==> config.mk <==
export PLATFORM = sky130hd
export DESIGN_NAME = pcif_top
export DESIGN_NICKNAME = d
export VERILOG_FILES = /design/src/pcif_pkg.sv /design/src/pcif_top.sv
export SDC_FILE = /design/constraint.sdc
export NUM_CORES = 1
export LEC_CHECK = 0
export ABC_AREA = 1
export BUFFER_PORTS_ARGS = -buffer_cell sky130_fd_sc_hd__buf_2
export CELL_PAD_IN_SITES_DETAIL_PLACEMENT = 1
export CELL_PAD_IN_SITES_GLOBAL_PLACEMENT = 2
export CORE_MARGIN = 2
export CORE_UTILIZATION = 35
export CTS_CLUSTER_SIZE = 28
export DETAILED_ROUTE_END_ITERATION = 16
export GPL_TIMING_DRIVEN = 0
export PLACE_DENSITY_LB_ADDON = 0.1
export SKIP_CTS_REPAIR_TIMING = 1
export SLEW_MARGIN = 0
export SYNTH_ARGS = -nofsm -noshare
export SYNTH_HDL_FRONTEND = slang
export SYNTH_SLANG_ARGS = --single-unit
==> constraint.sdc <==
create_clock -name aclk -period 4.15 [get_ports aclk]
set_clock_uncertainty 0.2 [all_clocks]
set_input_delay 0 -clock aclk [delete_from_list [all_inputs] [get_ports aclk]]
set_output_delay 0 -clock aclk [all_outputs]
set_load 0.05 [all_outputs]
==> src/pcif_pkg.sv <==
// Purpose: Shared constants and types for the pin change interrupt flag block
// Assumes: Four ports (A, B, C, E) of eight pins, 32-bit AXI4-Lite register access
// Notes:   Register offsets are word indices; byte address is four times the index
package pcif_pkg;

  // ****************************************
  // Geometry
  // ****************************************
  localparam int NPORTS = 4;
  localparam int PORT_W = 8;
  localparam int NPINS  = NPORTS * PORT_W;
  localparam int IDX_W  = 14;
  localparam int ADDR_W = 16;

  // Implemented pins per port, index 0..3 = A, B, C, E
  localparam logic [NPORTS-1:0][PORT_W-1:0] PORT_IMPL = {8'h08, 8'hFF, 8'hFF, 8'hFF};
  // External reset pin: port E bit 3
  localparam int EXT_RST_BIT = 3 * PORT_W + 3;

  // ****************************************
  // Register indices
  // ****************************************
  localparam logic [NPORTS-1:0][IDX_W-1:0] RISE_IDX = {14'h1EB9, 14'h1EA5, 14'h1E9B, 14'h1E91};
  localparam logic [NPORTS-1:0][IDX_W-1:0] FALL_IDX = {14'h1EBA, 14'h1EA6, 14'h1E9C, 14'h1E92};
  localparam logic [NPORTS-1:0][IDX_W-1:0] FLAG_IDX = {14'h1EBB, 14'h1EA7, 14'h1E9D, 14'h1E93};
  localparam logic [IDX_W-1:0] CTRL_IDX   = 14'h1EC0;
  localparam logic [IDX_W-1:0] STATUS_IDX = 14'h1EC1;

  // ****************************************
  // Fields and reset values
  // ****************************************
  localparam int CTRL_IRQ_EN_BIT = 0;
  localparam int CTRL_EXTRST_BIT = 1;
  localparam int CTRL_LVP_BIT    = 2;
  localparam int STATUS_SUM_BIT  = 0;
  localparam logic [PORT_W-1:0] ENABLE_RST = 8'h00;
  localparam logic [PORT_W-1:0] FLAG_RST   = 8'h00;
  localparam logic [2:0]        CTRL_RST   = 3'h0;

  // Synchroniser fill time before edges are trusted
  localparam logic [1:0] PRIME_CYCLES = 2'h3;

  // ****************************************
  // AXI responses
  // ****************************************
  localparam logic [1:0] RESP_OKAY   = 2'h0;
  localparam logic [1:0] RESP_SLVERR = 2'h2;

  // Per-port edge enables
  typedef struct packed {
    logic [PORT_W-1:0] rise;
    logic [PORT_W-1:0] fall;
  } pcif_port_cfg_t;

  // Global control bits
  typedef struct packed {
    logic lvp_en;
    logic ext_rst_en;
    logic irq_en;
  } pcif_ctrl_t;

endpackage : pcif_pkg

==> src/pcif_top.sv <==
// Purpose: Per-pin edge detection, change flags, summary request and wake for four ports
// Assumes: Pins are asynchronous; registers reached over AXI4-Lite, one access of each kind
// Notes:   Flags clear on written zeros; a same-cycle edge keeps its flag set
//
// What this block does
// - An edge of an enabled polarity on a pin sets that pin's change flag.
// - The interrupt request to the core is raised only while the change interrupt enable is set.
// - The summary request is the OR of every per-pin change flag of every port.
// - The summary is read-only and falls only once every flag has been cleared.
// - Writing zero to a flag bit clears it; writing one leaves it alone.
// - An edge detected in the cycle of a clearing write leaves its flag set.
// - A detected enabled edge wakes the device when the change interrupt enable is set.
// - An edge seen during sleep is in its flag before the core runs its first instruction.
// - Flag n is set by a rising edge when rise enable n is 1, by a falling edge when fall enable n is 1.
// - Fall enable n at 1 enables falling-edge detection on pin n, at 0 suppresses it.
// - Rise enable n at 1 enables rising-edge detection on pin n, at 0 suppresses it.
// - With external reset pin or low voltage programming enabled, that pin's flag never sets.
// - Both enables set on one pin detect edges of either polarity.
// - With the change interrupt enable clear, detection and flags continue.
//
// The AXI4-Lite register port is this design's own decision.
`timescale 1ns/1ps

module pcif_top (
  input  wire logic                          aclk,
  input  wire logic                          aresetn,
  input  wire logic [pcif_pkg::ADDR_W-1:0]   s_axi_awaddr,
  input  wire logic                          s_axi_awvalid,
  output logic                               s_axi_awready,
  input  wire logic [31:0]                   s_axi_wdata,
  input  wire logic [3:0]                    s_axi_wstrb,
  input  wire logic                          s_axi_wvalid,
  output logic                               s_axi_wready,
  output logic [1:0]                         s_axi_bresp,
  output logic                               s_axi_bvalid,
  input  wire logic                          s_axi_bready,
  input  wire logic [pcif_pkg::ADDR_W-1:0]   s_axi_araddr,
  input  wire logic                          s_axi_arvalid,
  output logic                               s_axi_arready,
  output logic [31:0]                        s_axi_rdata,
  output logic [1:0]                         s_axi_rresp,
  output logic                               s_axi_rvalid,
  input  wire logic                          s_axi_rready,
  input  wire logic [pcif_pkg::NPINS-1:0]    pin_in,
  output logic                               change_irq_summary,
  output logic                               change_irq,
  output logic                               wake_req
);

  // ****************************************
  // Write channel capture
  // ****************************************
  logic                             aw_full_reg;
  logic [pcif_pkg::IDX_W-1:0]       aw_idx_reg;
  logic                             w_full_reg;
  logic [7:0]                       w_data_reg;
  logic                             w_strb_reg;
  logic                             bvalid_reg;
  logic [1:0]                       bresp_reg;
  logic                             wr_en;
  logic                             wr_hit;

  assign s_axi_awready = !aw_full_reg;
  assign s_axi_wready  = !w_full_reg;
  assign s_axi_bvalid  = bvalid_reg;
  assign s_axi_bresp   = bresp_reg;
  assign wr_en         = aw_full_reg && w_full_reg && !bvalid_reg;

  always_ff @(posedge aclk) begin
    if (!aresetn) begin
      aw_full_reg <= 1'b0;
      aw_idx_reg  <= '0;
    end else if (s_axi_awvalid && !aw_full_reg) begin
      aw_full_reg <= 1'b1;
      aw_idx_reg  <= s_axi_awaddr[pcif_pkg::ADDR_W-1:2];
    end else if (wr_en) begin
      aw_full_reg <= 1'b0;
    end
  end

  always_ff @(posedge aclk) begin
    if (!aresetn) begin
      w_full_reg <= 1'b0;
      w_data_reg <= 8'h00;
      w_strb_reg <= 1'b0;
    end else if (s_axi_wvalid && !w_full_reg) begin
      w_full_reg <= 1'b1;
      w_data_reg <= s_axi_wdata[7:0];
      w_strb_reg <= s_axi_wstrb[0];
    end else if (wr_en) begin
      w_full_reg <= 1'b0;
    end
  end

  always_ff @(posedge aclk) begin
    if (!aresetn) begin
      bvalid_reg <= 1'b0;
      bresp_reg  <= pcif_pkg::RESP_OKAY;
    end else if (wr_en) begin
      bvalid_reg <= 1'b1;
      bresp_reg  <= wr_hit ? pcif_pkg::RESP_OKAY : pcif_pkg::RESP_SLVERR;
    end else if (s_axi_bready) begin
      bvalid_reg <= 1'b0;
    end
  end

  // ****************************************
  // Control register
  // ****************************************
  pcif_pkg::pcif_ctrl_t ctrl_reg;
  logic                 wr_ctrl;

  assign wr_ctrl = wr_en && w_strb_reg && (aw_idx_reg == pcif_pkg::CTRL_IDX);

  always_ff @(posedge aclk) begin
    if (!aresetn) begin
      ctrl_reg <= pcif_pkg::CTRL_RST;
    end else if (wr_ctrl) begin
      ctrl_reg.irq_en     <= w_data_reg[pcif_pkg::CTRL_IRQ_EN_BIT];
      ctrl_reg.ext_rst_en <= w_data_reg[pcif_pkg::CTRL_EXTRST_BIT];
      ctrl_reg.lvp_en     <= w_data_reg[pcif_pkg::CTRL_LVP_BIT];
    end
  end

  // ****************************************
  // Pin synchronisers and edge detection
  // ****************************************
  logic [pcif_pkg::NPINS-1:0] sync1_reg;
  logic [pcif_pkg::NPINS-1:0] sync2_reg;
  logic [pcif_pkg::NPINS-1:0] sync3_reg;
  logic [pcif_pkg::NPINS-1:0] level_reg;
  logic [1:0]                 prime_reg;
  logic                       primed;
  logic [pcif_pkg::NPINS-1:0] stable;
  logic [pcif_pkg::NPINS-1:0] rise_edge;
  logic [pcif_pkg::NPINS-1:0] fall_edge;

  always_ff @(posedge aclk) begin
    if (!aresetn) begin
      sync1_reg <= '0;
      sync2_reg <= '0;
      sync3_reg <= '0;
    end else begin
      sync1_reg <= pin_in;
      sync2_reg <= sync1_reg;
      sync3_reg <= sync2_reg;
    end
  end

  // Edges are ignored until the chain holds real pin samples
  always_ff @(posedge aclk) begin
    if (!aresetn) begin
      prime_reg <= 2'h0;
    end else if (!primed) begin
      prime_reg <= prime_reg + 2'h1;
    end
  end

  assign primed    = (prime_reg == pcif_pkg::PRIME_CYCLES);
  assign stable    = ~(sync2_reg ^ sync3_reg);
  assign rise_edge = {pcif_pkg::NPINS{primed}} & stable & sync3_reg & ~level_reg;
  assign fall_edge = {pcif_pkg::NPINS{primed}} & stable & ~sync3_reg & level_reg;

  always_ff @(posedge aclk) begin
    if (!aresetn) begin
      level_reg <= '0;
    end else if (!primed) begin
      // Baseline from the stage ahead, so the first trusted compare sees no false edge
      level_reg <= sync2_reg;
    end else begin
      level_reg <= (level_reg & ~stable) | (sync3_reg & stable);
    end
  end

  // ****************************************
  // Per-port enables and flags
  // ****************************************
  pcif_pkg::pcif_port_cfg_t [pcif_pkg::NPORTS-1:0]    cfg_reg;
  logic [pcif_pkg::NPORTS-1:0][pcif_pkg::PORT_W-1:0]  flag_reg;
  logic [pcif_pkg::NPINS-1:0]                         set_vec;
  logic [pcif_pkg::NPINS-1:0]                         pin_avail;
  logic [pcif_pkg::NPORTS-1:0]                        port_hit;

  // The external reset pin loses its change detection when it acts as reset
  always_comb begin
    pin_avail = pcif_pkg::PORT_IMPL;
    if (ctrl_reg.ext_rst_en || ctrl_reg.lvp_en) begin
      pin_avail[pcif_pkg::EXT_RST_BIT] = 1'b0;
    end
  end

  for (genvar p = 0; p < pcif_pkg::NPORTS; p++) begin : g_port
    logic [pcif_pkg::PORT_W-1:0] set_p;
    logic                        wr_rise;
    logic                        wr_fall;
    logic                        wr_flag;

    assign wr_rise = wr_en && w_strb_reg && (aw_idx_reg == pcif_pkg::RISE_IDX[p]);
    assign wr_fall = wr_en && w_strb_reg && (aw_idx_reg == pcif_pkg::FALL_IDX[p]);
    assign wr_flag = wr_en && w_strb_reg && (aw_idx_reg == pcif_pkg::FLAG_IDX[p]);
    assign port_hit[p] = (aw_idx_reg == pcif_pkg::RISE_IDX[p])
                      || (aw_idx_reg == pcif_pkg::FALL_IDX[p])
                      || (aw_idx_reg == pcif_pkg::FLAG_IDX[p]);

    // Either polarity may be enabled alone or together
    assign set_p = ((rise_edge[p*8 +: 8] & cfg_reg[p].rise)
                 |  (fall_edge[p*8 +: 8] & cfg_reg[p].fall))
                 & pin_avail[p*8 +: 8];
    assign set_vec[p*8 +: 8] = set_p;

    always_ff @(posedge aclk) begin
      if (!aresetn) begin
        cfg_reg[p].rise <= pcif_pkg::ENABLE_RST;
      end else if (wr_rise) begin
        cfg_reg[p].rise <= w_data_reg & pcif_pkg::PORT_IMPL[p];
      end
    end

    always_ff @(posedge aclk) begin
      if (!aresetn) begin
        cfg_reg[p].fall <= pcif_pkg::ENABLE_RST;
      end else if (wr_fall) begin
        cfg_reg[p].fall <= w_data_reg & pcif_pkg::PORT_IMPL[p];
      end
    end

    // Zeros written clear, ones keep; a new edge overrides the clear
    always_ff @(posedge aclk) begin
      if (!aresetn) begin
        flag_reg[p] <= pcif_pkg::FLAG_RST;
      end else if (wr_flag) begin
        flag_reg[p] <= (flag_reg[p] & w_data_reg) | set_p;
      end else begin
        flag_reg[p] <= flag_reg[p] | set_p;
      end
    end

    flag_clear_a: assert property (@(posedge aclk) disable iff (!aresetn)
      wr_flag && (w_data_reg == 8'h00) && (set_p == 8'h00) |=> (flag_reg[p] == 8'h00))
      else $error("written zero did not clear the flags");

    impl_zero_a: assert property (@(posedge aclk) disable iff (!aresetn)
      ((flag_reg[p] | cfg_reg[p].rise | cfg_reg[p].fall) & ~pcif_pkg::PORT_IMPL[p]) == 8'h00)
      else $error("unimplemented bit became set");
  end

  assign wr_hit = (|port_hit) || (aw_idx_reg == pcif_pkg::CTRL_IDX)
               || (aw_idx_reg == pcif_pkg::STATUS_IDX);

  // ****************************************
  // Summary, interrupt and wake
  // ****************************************
  assign change_irq_summary = |flag_reg;
  assign change_irq         = change_irq_summary && ctrl_reg.irq_en;
  // Flag is already written when wake rises, so the core reads it at once
  assign wake_req           = change_irq;

  // ****************************************
  // Read channel
  // ****************************************
  logic                       rvalid_reg;
  logic [31:0]                rdata_reg;
  logic [1:0]                 rresp_reg;
  logic [pcif_pkg::IDX_W-1:0] ar_idx;
  logic [7:0]                 rd_byte;
  logic                       rd_hit;

  assign s_axi_arready = !rvalid_reg;
  assign s_axi_rvalid  = rvalid_reg;
  assign s_axi_rdata   = rdata_reg;
  assign s_axi_rresp   = rresp_reg;
  assign ar_idx        = s_axi_araddr[pcif_pkg::ADDR_W-1:2];

  always_comb begin
    rd_byte = 8'h00;
    rd_hit  = 1'b0;
    for (int p = 0; p < pcif_pkg::NPORTS; p++) begin
      if (ar_idx == pcif_pkg::RISE_IDX[p]) begin
        rd_byte = cfg_reg[p].rise;
        rd_hit  = 1'b1;
      end
      if (ar_idx == pcif_pkg::FALL_IDX[p]) begin
        rd_byte = cfg_reg[p].fall;
        rd_hit  = 1'b1;
      end
      if (ar_idx == pcif_pkg::FLAG_IDX[p]) begin
        rd_byte = flag_reg[p];
        rd_hit  = 1'b1;
      end
    end
    if (ar_idx == pcif_pkg::CTRL_IDX) begin
      rd_byte = {5'h00, ctrl_reg};
      rd_hit  = 1'b1;
    end
    if (ar_idx == pcif_pkg::STATUS_IDX) begin
      rd_byte = {7'h00, change_irq_summary};
      rd_hit  = 1'b1;
    end
  end

  always_ff @(posedge aclk) begin
    if (!aresetn) begin
      rvalid_reg <= 1'b0;
      rdata_reg  <= 32'h0000_0000;
      rresp_reg  <= pcif_pkg::RESP_OKAY;
    end else if (s_axi_arvalid && !rvalid_reg) begin
      rvalid_reg <= 1'b1;
      rdata_reg  <= {24'h00_0000, rd_byte};
      rresp_reg  <= rd_hit ? pcif_pkg::RESP_OKAY : pcif_pkg::RESP_SLVERR;
    end else if (s_axi_rready) begin
      rvalid_reg <= 1'b0;
    end
  end

  // ****************************************
  // Checks
  // ****************************************
  flag_set_a: assert property (@(posedge aclk) disable iff (!aresetn)
    1'b1 |=> ((flag_reg & $past(set_vec)) == $past(set_vec)))
    else $error("detected edge not held in its flag");

  flag_cause_a: assert property (@(posedge aclk) disable iff (!aresetn)
    1'b1 |=> ((flag_reg & ~$past(flag_reg) & ~$past(set_vec)) == '0))
    else $error("flag set without an enabled edge");

  irq_gate_a: assert property (@(posedge aclk) disable iff (!aresetn)
    !ctrl_reg.irq_en |-> !change_irq)
    else $error("interrupt raised while disabled");

  summary_or_a: assert property (@(posedge aclk) disable iff (!aresetn)
    change_irq_summary == (flag_reg != '0))
    else $error("summary differs from OR of flags");

  summary_fall_a: assert property (@(posedge aclk) disable iff (!aresetn)
    $fell(change_irq_summary) |-> (flag_reg == '0))
    else $error("summary fell with a flag still set");

  wake_edge_a: assert property (@(posedge aclk) disable iff (!aresetn)
    (|set_vec) && ctrl_reg.irq_en |=> wake_req && change_irq_summary)
    else $error("enabled edge did not wake");

  reset_pin_a: assert property (@(posedge aclk) disable iff (!aresetn)
    (ctrl_reg.ext_rst_en || ctrl_reg.lvp_en) |-> !set_vec[pcif_pkg::EXT_RST_BIT])
    else $error("reset pin change detected while unavailable");

  one_pulse_a: assert property (@(posedge aclk) disable iff (!aresetn)
    ((rise_edge | fall_edge) & $past(rise_edge | fall_edge)) == '0)
    else $error("edge gave more than one set pulse");

  reset_zero_a: assert property (@(posedge aclk)
    !aresetn |=> (flag_reg == '0) && !ctrl_reg.irq_en)
    else $error("flags not zero after reset");

endmodule : pcif_top

==> flow_summary.ini, run 1 <==
[setup_path]
crit_type = flop to output port
required_ps = 3950
worstPathMaxFanout = 3
endpoint_kind = output port
start_kind = flop
cp-startpoint = flag_reg[12]
arrival_ps = 2530
reg2reg_from = prime_reg[0]
r2r_slack_ps = 1460
critPathCapture = wake_req
rr_worst_depth = 6

[place]
gp_congestion = 0.899
port_buffers = 85
dp.final_hpwl_mm = 27.1
dp.cells = 1858
dp_slack_ps = 1460
dpl_cell_area_um2 = 11100

[die]
ios = 151
core-area_um2 = 28500
dieArea_um2 = 30100
fp-row-count = 62
dieHeight_um = 174
die_width_um = 174
start_util_pct = 35.3

[synth]
synthTopCellsByArea = dfxtp_1 (45%), nand2_1 (8.5%), inv_1 (8.1%)
synthSimpleGateAreaFrac_pct = 23.2
synthMuxAreaShare_pct = 0
synth_edf_count = 0
ys_warn_count = 0
synth_xor_area_share_pct = 0.0871
synthAdderAreaFrac_pct = 0.124
yosys.area.top_type_share_pct = 44.6
synth-compound-area-share_pct = 19.3
synth_area_um2 = 10100
synthArstFlopShare_pct = 0
synth_area_leader_cell = dfxtp_1
synthDistinctLibCells = 53
ys.flop_type = dfxtp_1
ys_seq_elements = 224
synth_top_family_by_area = simple AND/OR/NAND/NOR gates
syn_area_per_cell_um2 = 7.38
syn_inst = 1364
yosysSeqAreaShare_pct = 44.6

[global_route]
use_met1_pct = 32.3
grt-ovfl-total = 0
grt_first_pass_wirelength_mm = 53.7
grtUsageMet2_pct = 37.3
grt_max_degree = 14
antenna_found_initial = 1
use_met3_pct = 3.07
gr-max-usage-layer = met2
grt_pass1_vias = 9294
grtUsageTotal_pct = 22.9

[timing]
min_period_ps = 2730
setup-tns-final_ps = 0
hold_viol_final = 17
rsz0062_at_grt = false
fin_ws_ps = 1420
fin_crit_sh_pct = 65.8
fmax_mhz = 366
hold_ws_ps = -60.0
setup_violations = 0
slew_viol_final = 0
slew_headroom_pct = 43.0
worstMarginPinSlew_ps = 855

[cells_and_area]
layout_commonest_cell = nand2_1
final_cells = 1980
area_growth_pct = 26.7
final_nets = 1685
post-route-cell-area_um2 = 12700
drive_above_1_share_pct = 15.1
final_cell_mix = nand2_1 (229), dfxtp_1 (224), inv_1 (217)

[clock_network]
clk_latency_ps = 550
cts_inserted_buffers = 26
clkTransAtPathRegs_ps = 60
cts_tree = built
cts_buffer_depth = 3
h-tree-depth = 1
cts-root-buf = clkbuf_16
cts_sinks = 224

[drt]
first_iter_violations = 489
drc = 0
ant_nets = 0
wl_per_cell_um = 18.4
vias_per_cell = 4.97
drt_first_pass_iters = 4
wirelength_mm = 36.5
vias = 9834

[min_path]
hold_class = input port to flop
min_from = s_axi_araddr[7]

[power]
ir_drop_mv = 0.255
leakage_nw = 5.84
power.density_nw_per_um2 = 415

[run_status]
violations = hold timing
outcome = finished, violations left

[job]
drv_cap = 0
worst max-delay path: stages, from the launching register on:
cell and delay, ps:
dfxtp_1 340, nor4_1 430, nand4_1 300, nor4_1 460, nor2_1 110, buf_4 150, buf_2 200
worst min path at each step:
stage,endpoint,slack [ps],depth (start not counted)
floorplan,sync1_reg[0],-100,2
global placement,sync1_reg[18],-20,3
detailed placement,sync1_reg[13],-10,3
CTS,sync1_reg[13],-590,3
global route,sync1_reg[16],8,4
finish,s_axi_rdata[2],-60,8
stage by stage:
step / total power [mW] / util, %
2_1_floorplan: 2.60 / -
3_3_place_gp: 2.76 / 38.9
3_5_place_dp: 2.77 / 38.9
4_1_cts: 5.29 / 42.1
5_1_grt: 5.48 / 44.8
6_report: 5.29 / 44.8
where the power goes:
| group | total (mW) | switching (mW) | leakage (nW) | internal (mW) |
|---|---|---|---|---|
| logic | 0.503 | 0.339 | 3.57 | 0.164 |
| clock network | 2.50 | 0.953 | 0.447 | 1.55 |
| registers | 2.29 | 0.0695 | 1.83 | 2.22 |
cells by family after synthesis:
kind of cell | Yosys count
AND/OR/NAND/NOR | 488
AO/OA/AOI/OAI | 343
buffers and inverters | 306
flip-flops | 224
XOR/XNOR | 1
adder cells (fa/ha/maj) | 1
other | 1
synthesized netlist by cell type (all sizes together), types with 2 or more instances:
master    n
o211ai   13
nor4     14
o311ai    2
nor3b     3
o22ai     3
or2      13
a21oi   124
nor2     92
nand3    70
o21ai   150
a31oi     9
clkinv    2
nand3b    2
nand2   239
inv     231
nor3     44
clkbuf   35
dfxtp   224
a211oi   14
a31o      3
nand4    11
o31ai     8
o21a      8
buf      38
a32oi     6
final cells by class:
type	count	area (um^2)
fill	3598	15700
sequential	224	4480
multi-input combinational	859	4390
timing repair buffer	160	1180
inverter	233	877
clock buffer	35	734
tap	384	480
buffer	73	408
clock inverter	11	199
antenna	1	2.50
metal layers:
metal	share of wire (%)	wire, um	vias to the layer above
met5	0	0	-
met4	2.4	887	0
met3	4.3	1580	52
met1	47	17300	4735
met2	46	16700	210
li1	-	-	4837
(Power assumes the default switching activity.)
==> run 2: changes to the inputs <==
--- a/config.mk
+++ b/config.mk
@@ -5,7 +5,7 @@
 export SDC_FILE = /design/constraint.sdc
 export NUM_CORES = 1
 export LEC_CHECK = 0
-export ABC_AREA = 1
+export ABC_AREA = 0
 export BUFFER_PORTS_ARGS = -buffer_cell sky130_fd_sc_hd__buf_2
 export CELL_PAD_IN_SITES_DETAIL_PLACEMENT = 1
 export CELL_PAD_IN_SITES_GLOBAL_PLACEMENT = 2
==> constraint.sdc (replaced) <==
create_clock -name aclk -period 2.6 [get_ports aclk]
set_clock_uncertainty 0.2 [all_clocks]
set_input_delay 0 -clock aclk [delete_from_list [all_inputs] [get_ports aclk]]
set_output_delay 0 -clock aclk [all_outputs]
set_load 0.05 [all_outputs]
==> run 2 against run 1 <==
The run still ends with hold timing left. Non-clock buffer count up 8. Register-to-register slack worse by 1300 ps. Core utilization rose by 0.088 points. Global-route usage rose by 0.70 points. Sequential share of layout area increased by 0.60 points. Critical path depth stayed put. Via count fell by 9.8%. Clock power increased by 58%. Final area fell by 1.7%. Setup slack got worse by 1400 ps. First-iteration DRC count increased by 25%. Critical path type unchanged.
==> flow_summary.ini, run 2 <==
[setup_path]
r2r_slack_ps = 180
worst-path-stages = 6
crit_buf_inv = 2
endpoint_kind = output port
arrival_ps = 2350
worstPathMaxFanout = 3
reg2reg_from = aw_full_reg
required_ps = 2400
worst_path_max_delay_cell = nor4_1
cp_slowest_stage_delay_ps = 560
crit_type = flop to output port
rr_worst_depth = 5
cp-startpoint = flag_reg[13]
crit_family = simple AND/OR/NAND/NOR gates
critPathCapture = wake_req
start_kind = flop
worstPathCellList = nor4_1 > nand4_1 > nor2_1 > nor2b_1 > buf_4 > buf_2
timing.rr.end = aw_idx_reg[12]

[power]
p_clk_share_pct = 47.5
power_frac_seq_pct = 43.2
ir_drop_mv = 0.442
leakage_nw = 5.29
swShare_pct = 24.6
p_comb_share_pct = 9.3
power.internal_mw = 6.28
p_sw_mw = 2.05
power.density_nw_per_um2 = 664

[place]
dp_slack_ps = 2.78
dp.final_hpwl_mm = 27.1
gp_congestion = 0.910
port_buffers = 82
dpl_cell_area_um2 = 10900

[synth]
yosys.area.top_type_share_pct = 45.0
syn_inst = 1121
synthArstFlopShare_pct = 0
ys_seq_elements = 224
ys_top_cells_by_count = dfxtp_1 (224), nand2_1 (150), o21ai_0 (94)
ys_warn_count = 0
synth_area_um2 = 9970
syn_area_per_cell_um2 = 8.89
yosysSeqAreaShare_pct = 45.0
synth_area_leader_cell = dfxtp_1
synthDistinctLibCells = 65
synth.most_common_cell = dfxtp_1
synth_edf_count = 0
ys.flop_type = dfxtp_1
synthTopCellsByArea = dfxtp_1 (45%), a21boi_0 (6.1%), nand2_1 (5.6%)

[die]
fp-row-count = 61
core-area_um2 = 27900
dieArea_um2 = 29900
dieHeight_um = 173
start_util_pct = 35.7
ios = 151
die_width_um = 173

[timing]
fin_ws_ps = 53.7
hold_ws_ps = -54.2
setup-tns-final_ps = 0
worstMarginPinSlew_ps = 919
fin_crit_sh_pct = 97.9
setup_violations = 0
fmax_mhz = 393
slew_viol_final = 0
rsz0062_at_grt = true
min_period_ps = 2550
hold_viol_final = 6
slew_headroom_pct = 38.7

[drt]
drc = 0
first_iter_violations = 612
vias_per_cell = 5.17
drt_first_pass_iters = 5
wirelength_mm = 36.6
ant_nets = 0
vias = 8872
wl_per_cell_um = 21.3

[clock_network]
clk_latency_ps = 540
cts-root-buf = clkbuf_16
cts_buffer_depth = 3
clkTransAtPathRegs_ps = 60
h-tree-depth = 1
cts_tree = built
cts_sinks = 224
cts_inserted_buffers = 26

[global_route]
grt_first_pass_wirelength_mm = 53.8
grt_max_degree = 13
grt_pass1_vias = 8656
antenna_found_initial = 0
grt-ovfl-total = 0
grtUsageTotal_pct = 23.6

[job]
drv_cap = 0

[cells_and_area]
layout_commonest_cell = dfxtp_1
final_util_pct = 44.9
drive_above_1_share_pct = 13.5
final_cell_mix = dfxtp_1 (224), nand2_1 (148), buf_2 (95)
area_growth_pct = 25.7
post-route-cell-area_um2 = 12500
final_nets = 1428

[min_path]
hold_class = input port to flop

[run_status]
outcome = finished, violations left
violations = hold timing
-- run 2: cell count changes after synthesis, sizes merged, moves of 57 or more --
cell	delta
inv	-220
nand2	-89
and2	+81
a21boi	+81
a21oi	-105
nor2b	+57
nor2	-65
-- run 2: cell families (layout without fill, tap and decap cells) --
group                    Yosys count  after routing  share of synthesized area [%]
multiplexers                      60             60                           6.11
AO/OA/AOI/OAI                    284            284                           18.9
adder cells (fa/ha/maj)            1              1                          0.125
buffers and inverters            106            297                           5.28
AND/OR/NAND/NOR                  443            443                           24.4
flip-flops                       224            224                           45.0
other                              1             27                         0.0376
XOR/XNOR                           2              2                          0.176
-- run 2: how the worst min path moves through the flow --
stage / start / end / slack, ps / depth (start not counted)
2_1_floorplan: s_axi_awvalid / aw_full_reg / -80 / 2
3_3_place_gp: pin_in[1] / sync1_reg[1] / 5 / 2
3_5_place_dp: pin_in[5] / sync1_reg[5] / 10 / 2
4_1_cts: pin_in[19] / sync1_reg[19] / -560 / 2
5_1_grt: pin_in[23] / sync1_reg[23] / 10 / 3
6_report: s_axi_araddr[13] / s_axi_rdata[4] / -50 / 6
-- run 2: power groups by stage --
stage,clock [mW],sequential (mW),combinational [mW]
2_1_floorplan,0,3.66,0.430
3_3_place_gp,0,3.67,0.691
3_5_place_dp,0,3.67,0.702
4_1_cts,4.04,3.60,0.704
5_1_grt,4.16,3.61,0.838
6_report,3.95,3.60,0.773
-- run 2: worst reg2reg max path, cell delays in order (launching register included) --
cell and delay [ps]:
dfxtp_1 330, nor2b_1 380, nand2_1 100, dlygate4sd3_1 570, a21boi_0 200, dlygate4sd3_1 590
-- run 2: layout make-up --
type                    count  area, um^2
clock inverters            10         183
plain buffers              95         487
clock buffers              35         736
diodes                      1        2.50
fillers                  3357       15400
flip-flops and latches    224        4480
well taps                 378         473
inverters                  11        41.3
repair buffers            146        1050
multi-input cells         816        5080
-- run 2: routing by layer --
layer  vias up  track usage (%)  routed length, um
met2       182             39.4              17000
li1       4283                -                  -
met5         -            0.160                  0
met3        56             3.32               1440
met4         0             6.92               1060
met1      4351             31.9              17100
-- run 2: per-stage QoR --
step,power (mW),instances
2_1_floorplan,4.09,1146
5_1_grt,8.61,1715
3_3_place_gp,4.36,1606
6_report,8.32,1716
4_1_cts,8.34,1651
3_5_place_dp,4.38,1606
